`config.mk`:
```
export PLATFORM = sky130hd
export DESIGN_NAME = cbu_branch_unit
export DESIGN_NICKNAME = d
export VERILOG_FILES = /design/src/rtl/cbu_pkg.sv /design/src/rtl/cbu_branch_unit.sv
export SDC_FILE = /design/constraint.sdc
export NUM_CORES = 1
export LEC_CHECK = 0
export BUFFER_PORTS_ARGS = -buffer_cell sky130_fd_sc_hd__buf_4
export CORE_ASPECT_RATIO = 1.75
export CORE_MARGIN = 4
export CORE_UTILIZATION = 40
export DETAILED_ROUTE_END_ITERATION = 8
export PLACE_DENSITY = 0.73
export SYNTH_ARGS = -nofsm -noshare
export SYNTH_HDL_FRONTEND = slang
export SYNTH_SLANG_ARGS = --single-unit
```
`constraint.sdc`:
```
create_clock -name clk_i -period 2.5 [get_ports clk_i]
set_input_delay 0.25 -clock clk_i [delete_from_list [all_inputs] [get_ports clk_i]]
set_output_delay 0.25 -clock clk_i [all_outputs]
set_load 0.01 [all_outputs]
```
`src/rtl/cbu_pkg.sv`:
```
package cbu_pkg;
  // datapath widths
  localparam int PC_W = 13;
  localparam int K_W = 7;
  localparam int AW = 8;
  localparam int DW = 32;
  // register byte addresses
  localparam logic [AW-1:0] OFF_PC = 8'h00;
  localparam logic [AW-1:0] OFF_FLAGS = 8'h04;
  localparam logic [AW-1:0] OFF_CTRL = 8'h08;
  localparam logic [AW-1:0] OFF_STAT = 8'h0C;
  // command register fields
  localparam int CTRL_OP_LSB = 0;
  localparam int CTRL_S_LSB = 4;
  localparam int CTRL_K_LSB = 8;
  localparam int CTRL_W = 15;
  // status register fields
  localparam int STAT_BUSY_BIT = 0;
  localparam int STAT_TAKEN_BIT = 1;
  // status_register flag positions
  localparam int FLAG_C = 0;
  localparam int FLAG_Z = 1;
  localparam int FLAG_N = 2;
  localparam int FLAG_V = 3;
  localparam int FLAG_H = 5;
  localparam int FLAG_T = 6;
  // reset values and bus answers
  localparam logic [PC_W-1:0] PC_RST = 13'h0000;
  localparam logic [7:0] FLAGS_RST = 8'h00;
  localparam logic [CTRL_W-1:0] CTRL_RST = 15'h0000;
  localparam logic [1:0] RESP_OKAY = 2'h0;
  localparam logic [1:0] RESP_SLVERR = 2'h2;

  typedef enum logic [3:0] {
    OP_BIT_SET = 4'h0, OP_BIT_CLEAR = 4'h1, OP_EQ = 4'h2, OP_NE = 4'h3,
    OP_CS = 4'h4, OP_CC = 4'h5, OP_SH = 4'h6, OP_LO = 4'h7,
    OP_MI = 4'h8, OP_PL = 4'h9, OP_GE = 4'hA, OP_LT = 4'hB,
    OP_HS = 4'hC, OP_HC = 4'hD, OP_TS = 4'hE, OP_NONE = 4'hF
  } cbu_op_e;

  typedef enum logic [0:0] {
    ST_IDLE = 1'b0,
    ST_TAKEN = 1'b1
  } cbu_state_e;

  typedef struct packed {
    logic [AW-1:0] awaddr;
    logic awvalid;
    logic [DW-1:0] wdata;
    logic [3:0] wstrb;
    logic wvalid;
    logic bready;
    logic [AW-1:0] araddr;
    logic arvalid;
    logic rready;
  } cbu_axi_req_s;

  typedef struct packed {
    logic awready;
    logic wready;
    logic [1:0] bresp;
    logic bvalid;
    logic arready;
    logic [DW-1:0] rdata;
    logic [1:0] rresp;
    logic rvalid;
  } cbu_axi_rsp_s;
endpackage : cbu_pkg

```
`src/rtl/cbu_branch_unit.sv`:
```
// Notes on behaviour
// - branch_on_status_bit_set: if flag s is one, pc becomes pc plus k plus one.
// - branch_on_status_bit_clear: if flag s is zero, pc becomes pc plus k plus one.
// - branch_on_carry_clear is taken only when carry is zero.
// - branch_on_same_or_higher tests carry, taken when carry is zero.
// - branch_on_signed_ge taken when negative xor overflow is zero.
// - branch_on_signed_lt taken when negative xor overflow is one.
// - branch_on_half_carry_set taken when half carry is one, else falls through.
// - branch_on_half_carry_clear taken when half carry is zero, else falls through.
//
// The implementer's own choices: register access over AXI4-Lite and the placing of the registers.
`timescale 1ns/1ns
`default_nettype none
module cbu_branch_unit
  import cbu_pkg::*;
(
  // clock and reset
  input wire logic clk_i,
  input wire logic rstn_i,
  // register bus
  input wire cbu_axi_req_s axi_i,
  output cbu_axi_rsp_s axi_o,
  // core state
  output logic [PC_W-1:0] pc_o,
  output logic busy_o
);
  function automatic logic cond_f(input cbu_op_e op, input logic [2:0] s,
                                  input logic [7:0] f);
    case (op)
      OP_BIT_SET: cond_f = f[s];
      OP_BIT_CLEAR: cond_f = !f[s];
      OP_EQ: cond_f = f[FLAG_Z];
      OP_NE: cond_f = !f[FLAG_Z];
      OP_CS, OP_LO: cond_f = f[FLAG_C];
      OP_CC: cond_f = !f[FLAG_C];
      OP_SH: cond_f = !f[FLAG_C];
      OP_MI: cond_f = f[FLAG_N];
      OP_PL: cond_f = !f[FLAG_N];
      OP_GE: cond_f = !(f[FLAG_N] ^ f[FLAG_V]);
      OP_LT: cond_f = f[FLAG_N] ^ f[FLAG_V];
      OP_HS: cond_f = f[FLAG_H];
      OP_HC: cond_f = !f[FLAG_H];
      OP_TS: cond_f = f[FLAG_T];
      default: cond_f = 1'b0;
    endcase
  endfunction : cond_f

  // bus state
  cbu_axi_rsp_s rsp_q, rsp_d;
  logic aw_held_q, aw_held_d, w_held_q, w_held_d;
  logic [AW-1:0] awaddr_q, awaddr_d;
  logic [DW-1:0] wdata_q, wdata_d;
  logic [3:0] wstrb_q, wstrb_d;
  // branch state
  cbu_state_e state_q, state_d;
  logic busy_q, busy_d, taken_q, taken_d;
  logic [PC_W-1:0] pc_q, pc_d, tgt_q, tgt_d;
  logic [7:0] flags_q, flags_d;
  logic [CTRL_W-1:0] ctrl_q, ctrl_d;
  // decoded write
  logic wr_go, start_w, cmd_cond;
  cbu_op_e cmd_op;
  logic [2:0] cmd_s;
  logic [K_W-1:0] cmd_k;
  logic [PC_W-1:0] cmd_tgt, cmd_next;
  logic [DW-1:0] wmask;

  always_comb begin
    wr_go = aw_held_q && w_held_q && !rsp_q.bvalid;
    cmd_op = cbu_op_e'(wdata_q[CTRL_OP_LSB +: 4]);
    cmd_s = wdata_q[CTRL_S_LSB +: 3];
    cmd_k = wdata_q[CTRL_K_LSB +: K_W];
    start_w = wr_go && (awaddr_q == OFF_CTRL) && (state_q == ST_IDLE);
    cmd_cond = cond_f(cmd_op, cmd_s, flags_q);
    cmd_next = PC_W'(pc_q + 1'b1);
    cmd_tgt = PC_W'(pc_q + {{(PC_W-K_W){cmd_k[K_W-1]}}, cmd_k} + 1'b1);
    wmask = {{8{wstrb_q[3]}}, {8{wstrb_q[2]}}, {8{wstrb_q[1]}}, {8{wstrb_q[0]}}};
  end

  // bus slave: address and data accepted in either order
  always_comb begin
    rsp_d = rsp_q;
    aw_held_d = aw_held_q;
    w_held_d = w_held_q;
    awaddr_d = awaddr_q;
    wdata_d = wdata_q;
    wstrb_d = wstrb_q;
    if (axi_i.awvalid && rsp_q.awready) begin
      aw_held_d = 1'b1;
      awaddr_d = axi_i.awaddr;
    end
    if (axi_i.wvalid && rsp_q.wready) begin
      w_held_d = 1'b1;
      wdata_d = axi_i.wdata;
      wstrb_d = axi_i.wstrb;
    end
    if (rsp_q.bvalid && axi_i.bready) begin
      rsp_d.bvalid = 1'b0;
    end
    if (wr_go) begin
      aw_held_d = 1'b0;
      w_held_d = 1'b0;
      rsp_d.bvalid = 1'b1;
      // writes to pc, flags or ctrl while a taken branch completes are refused; status writes always get OKAY
      if (awaddr_q == OFF_STAT) begin
        rsp_d.bresp = RESP_OKAY;
      end else if (awaddr_q == OFF_PC || awaddr_q == OFF_FLAGS || awaddr_q == OFF_CTRL) begin
        rsp_d.bresp = (state_q == ST_IDLE) ? RESP_OKAY : RESP_SLVERR;
      end else begin
        rsp_d.bresp = RESP_SLVERR;
      end
    end
    rsp_d.awready = !aw_held_d && !rsp_d.bvalid;
    rsp_d.wready = !w_held_d && !rsp_d.bvalid;
    if (rsp_q.rvalid && axi_i.rready) begin
      rsp_d.rvalid = 1'b0;
    end
    if (axi_i.arvalid && rsp_q.arready) begin
      rsp_d.rvalid = 1'b1;
      rsp_d.rresp = RESP_OKAY;
      case (axi_i.araddr)
        OFF_PC: rsp_d.rdata = DW'(pc_q);
        OFF_FLAGS: rsp_d.rdata = DW'(flags_q);
        OFF_CTRL: rsp_d.rdata = DW'(ctrl_q);
        OFF_STAT: rsp_d.rdata = DW'({taken_q, busy_q});
        default: begin
          rsp_d.rdata = 32'h0000_0000;
          rsp_d.rresp = RESP_SLVERR;
        end
      endcase
    end
    rsp_d.arready = !rsp_d.rvalid;
  end

  // branch sequencing
  always_comb begin
    state_d = state_q;
    busy_d = busy_q;
    taken_d = taken_q;
    pc_d = pc_q;
    tgt_d = tgt_q;
    flags_d = flags_q;
    ctrl_d = ctrl_q;
    if (wr_go && state_q == ST_IDLE && awaddr_q == OFF_PC) begin
      pc_d = PC_W'((DW'(pc_q) & ~wmask) | (wdata_q & wmask));
    end
    if (wr_go && state_q == ST_IDLE && awaddr_q == OFF_FLAGS) begin
      flags_d = (flags_q & ~wmask[7:0]) | (wdata_q[7:0] & wmask[7:0]);
    end
    case (state_q)
      ST_IDLE: begin
        if (start_w) begin
          ctrl_d = wdata_q[CTRL_W-1:0];
          taken_d = cmd_cond;
          if (cmd_cond) begin
            state_d = ST_TAKEN;
            busy_d = 1'b1;
            tgt_d = cmd_tgt;
          end else begin
            pc_d = cmd_next;
          end
        end
      end
      ST_TAKEN: begin
        pc_d = tgt_q;
        state_d = ST_IDLE;
        busy_d = 1'b0;
      end
      default: begin
        state_d = ST_IDLE;
        busy_d = 1'b0;
      end
    endcase
  end

  always_ff @(posedge clk_i) begin
    if (!rstn_i) begin
      rsp_q <= '0;
      aw_held_q <= 1'b0;
      w_held_q <= 1'b0;
      awaddr_q <= '0;
      wdata_q <= '0;
      wstrb_q <= '0;
      state_q <= ST_IDLE;
      busy_q <= 1'b0;
      taken_q <= 1'b0;
      pc_q <= PC_RST;
      tgt_q <= PC_RST;
      flags_q <= FLAGS_RST;
      ctrl_q <= CTRL_RST;
    end else begin
      rsp_q <= rsp_d;
      aw_held_q <= aw_held_d;
      w_held_q <= w_held_d;
      awaddr_q <= awaddr_d;
      wdata_q <= wdata_d;
      wstrb_q <= wstrb_d;
      state_q <= state_d;
      busy_q <= busy_d;
      taken_q <= taken_d;
      pc_q <= pc_d;
      tgt_q <= tgt_d;
      flags_q <= flags_d;
      ctrl_q <= ctrl_d;
    end
  end

  assign axi_o = rsp_q;
  assign pc_o = pc_q;
  assign busy_o = busy_q;

  // expected outcome of the named tests, worked out apart from cond_f
  logic named_exp;
  always_comb begin
    named_exp = 1'b0;
    if (cmd_op == OP_EQ) named_exp = flags_q[FLAG_Z];
    if (cmd_op == OP_NE) named_exp = ~flags_q[FLAG_Z];
    if (cmd_op == OP_CS || cmd_op == OP_LO) named_exp = flags_q[FLAG_C];
    if (cmd_op == OP_MI) named_exp = flags_q[FLAG_N];
    if (cmd_op == OP_PL) named_exp = ~flags_q[FLAG_N];
    if (cmd_op == OP_TS) named_exp = flags_q[FLAG_T];
  end
endmodule : cbu_branch_unit
`default_nettype wire

```
==> impl_metrics.csv <==
group,metric,value,unit
power,p_total,3310,uW
setup_path,worstSetupEndpoint,"pc_o[8]",
synth,synth.avg_cell_area,8.58,um2
sta,maxSlewHeadroom,0.424,
setup_path,slowest_delay,0.77,ns
sta,hold_violations,0,
synth,synthCells,608,
power,p_leak,0.00263,uW
place,place_area,5960,um2
power,seqPwrFrac,0.505,
cells_and_area,final_area,6270,um2
clock_network,cts_hold_buffers,0,
setup_path,cp.required,2.75,ns
cells_and_area,layout.cells.non_filler,859,
setup_path,setup.worst_path.end_class,"flop",
synth,synth_ff_type,"dfxtp_1",
clock_network,cts_buffers,9,
floorplanning,die_area,15000,um2
sta,worst_pin_slew,0.865,ns
floorplanning,coreArea,12900,um2
power,power.density,528,nW/um2
clock_network,cts_tree,"built",
sta,setup_violations,0,
drt,drtAntennaViolNets,0,
cells_and_area,num_antenna_cells,0,
drt,dr.pass1.iters,5,
floorplanning,die_h,159,um
setup_path,cp.arrival,2.65,ns
power,p_switching,797,uW
setup_path,reg2reg_from,"awaddr_q[0]",
sta,skew,0.00384,ns
sta,drv_slew,0,
setup_path,r2r_cells,6,
synth,yosysWarnings,0,
place,gp_congestion,0.937,
global_routing,grt_max_degree,81,
place,io_buffers,75,
clock_network,path_clk_slew,0.07,ns
clock_network,cts-htree-levels,3,
global_routing,grt_overflow_total,0,
setup_path,r2r_slack,0.10,ns
sta,final.min_clock_period,2.40,ns
global_routing,grt_use_total,0.184,
floorplanning,die_x,94.3,um
clock_network,post_cts.repair.setup_buffers,0,
floorplanning,start_util,0.405,
setup_path,critPathBufInv,0,
drt,viasPerCell,5.42,
sta,fmax,417,MHz
power,p_comb_frac,0.082,
floorplanning,ios,114,
job,drv_cap,0,
setup_path,critical_path_cell_count,6,
run_status,outcome,"finished clean",
setup_path,critPathMaxFanout,6,
synth,synth-edff-count,0,
cells_and_area,area.growth.synth_to_final,20.1,%
clock_network,cts-root-buf,"clkbuf_16",
sta,rsz0062_at_grt,"no",
clock_network,clock_path_buffers,2,
power,p_sw_frac,0.241,
synth,synthesis.area,5220,um2
setup_path,critical_path_class,"flop to flop",
synth,synth.distinct_cells,62,
setup_path,cp-startpoint,"awaddr_q[0]",
clock_network,cts_sinks,101,
cells_and_area,fin_nets,756,
drt,routed_wl,13800,um
place,dp.final_hpwl,10400,um
place,dp_cells,843,
synth,synthArstFlopShare,0,
sta,period_share,0.959,
synth,ys_ff_latch,101,
power,vdd_drop_max,0.306,mV
global_routing,antenna_found_initial,0,
cells_and_area,drive_above_1_share,0.193,
setup_path,cp_top_family,"simple AND/OR/NAND/NOR gates",
setup_path,r2r_end,"pc_o[8]",
setup_path,crit_path_top_delay_cell,"or4b_1",
drt,dr.first_iter.drc_count,391,
floorplanning,rows,55,
clock_network,clock_latency,0.34,ns
setup_path,critPathLaunchType,"flop",
power,clockPowerShare,0.413,
power,internal_power,2510,uW
sta,finalSetupTns,0,ns
worst_hold_path,hold_class,"primary input to flop",
drt,vias,4655,
synth,seq_area_frac_synth,0.388,
setup_path,worstPathCellList,"nor4_4, nand4b_1, or4b_1, nor2_1, a21oi_1, o311ai_2",
drt,wl_per_cell,16.0,um
cells_and_area,final_util,0.487,
global_routing,grt_pass1_wl,22100,um
drt,drc,0,
global_routing,grt_pass1_vias,4522,
-- power by group through the flow --
stage	combinational (uW)	sequential, uW	clock [uW]
3_5_place_dp	271	1710	0
6_report	271	1670	1370
4_1_cts	271	1670	1380
5_1_grt	300	1670	1440
2_1_floorplan	183	1700	0
3_3_place_gp	264	1710	0
-- layout by cell type (no fill, tap or decap), types with 3 or more instances in the layout --
cell,synthesis,layout
and3_1,7,7
nor2b_1,4,4
nand4_1,3,3
ha_1,13,13
clkbuf_8,0,3
nor3_1,8,8
a22oi_1,8,8
conb_1,1,19
a21o_1,3,3
xor2_1,7,7
clkbuf_16,0,9
buf_4,20,98
o211ai_1,3,3
a21oi_1,62,62
nand4b_1,4,4
o311ai_0,5,5
clkinvlp_4,0,3
nor2_1,52,52
nand2b_1,6,6
a211oi_2,3,4
inv_1,5,5
nand2_1,107,107
nand3b_1,3,3
xnor2_1,15,15
nand3_1,31,31
o311ai_2,6,6
dfxtp_1,101,101
and2_1,4,4
mux2i_1,40,40
o21ai_0,12,12
-- routing by layer --
metal | GRT usage | wire [um] | up-vias
met3 | 0.0246 | 600 | 37
met2 | 0.335 | 7360 | 146
met4 | 0.0868 | 501 | 0
met5 | 0 | 0 | -
met1 | 0.203 | 5290 | 2218
li1 | - | - | 2254
-- logic make-up (layout without fill, tap and decap cells) --
group | after synthesis | count (layout) | share of synthesized area
multiplexers | 45 | 45 | 0.0998
AND/OR/NAND/NOR | 241 | 241 | 0.214
adder cells (fa/ha/maj) | 14 | 14 | 0.0350
XOR/XNOR | 23 | 23 | 0.0415
buffers and inverters | 60 | 122 | 0.0638
other | 1 | 19 | 0.000719
AO/OA/AOI/OAI | 123 | 123 | 0.158
flip-flops | 101 | 101 | 0.388
-- how the worst min path moves through the flow --
stage,startpoint,to,slack [ns],cells after the start
floorplan,axi_i[13],wstrb_q[1],0.39,2
global placement,ctrl_q[1],ctrl_q[1],0.44,2
detailed placement,wstrb_q[1],wstrb_q[1],0.44,2
CTS,axi_i[55],awaddr_q[6],0.14,3
global route,axi_i[54],awaddr_q[5],0.15,3
finish,axi_i[55],awaddr_q[6],0.15,3
-- what timing repair did --
item,4_1_cts,5_1_grt
endpoints found under the setup margin,0,1
resized for setup,0,1
endpoints found under the hold margin,0,0
-- cell usage after synthesis (all sizes together) (8+ instances only) --
master	count	area (um2)
o311ai	13	159
mux2i	41	423
ha	13	163
clkbuf	28	105
nor2	52	195
xnor2	15	131
nand2	107	402
dfxtp	101	2020
o21ai	12	60.1
nand3	31	155
buf	26	205
nor3	8	40.0
a22oi	8	60.1
a21oi	62	310
-- through the flow --
step | worst slack [ns] | hold WS, ns
2_1_floorplan | 0.363 | 0.386
3_3_place_gp | 0.129 | 0.438
3_5_place_dp | 0.102 | 0.444
4_1_cts | 0.115 | 0.145
5_1_grt | 0.00381 | 0.147
6_report | 0.101 | 0.153
-- flip-flops by register name, summed over array words and instances, names as in the netlist, named ones only --
register,flops
aw_held_q,1
wstrb_q,2
awaddr_q,8
axi_o,22
w_held_q,1
busy_o,1
tgt_q,13
wdata_q,15
ctrl_q,15
taken_q,1
state_q,1
pc_o,13
-- area by class of cell --
cell class,instances,area [um2]
Clock inverter,4,31.3
Timing Repair Buffer,100,776
Multi-Input combinational cell,465,2940
Tap cell,171,214
Fill cell,1241,6600
Inverter,6,22.5
Sequential cell,101,2020
Clock buffer,12,267
-- worst register-to-register path, stage by stage, from the launching register on --
cell,delay (ns)
dfxtp_1,0.34
nor4_4,0.37
nand4b_1,0.24
or4b_1,0.77
nor2_1,0.28
a21oi_1,0.10
o311ai_2,0.22
Note: power is estimated with default switching activity, not from simulation.
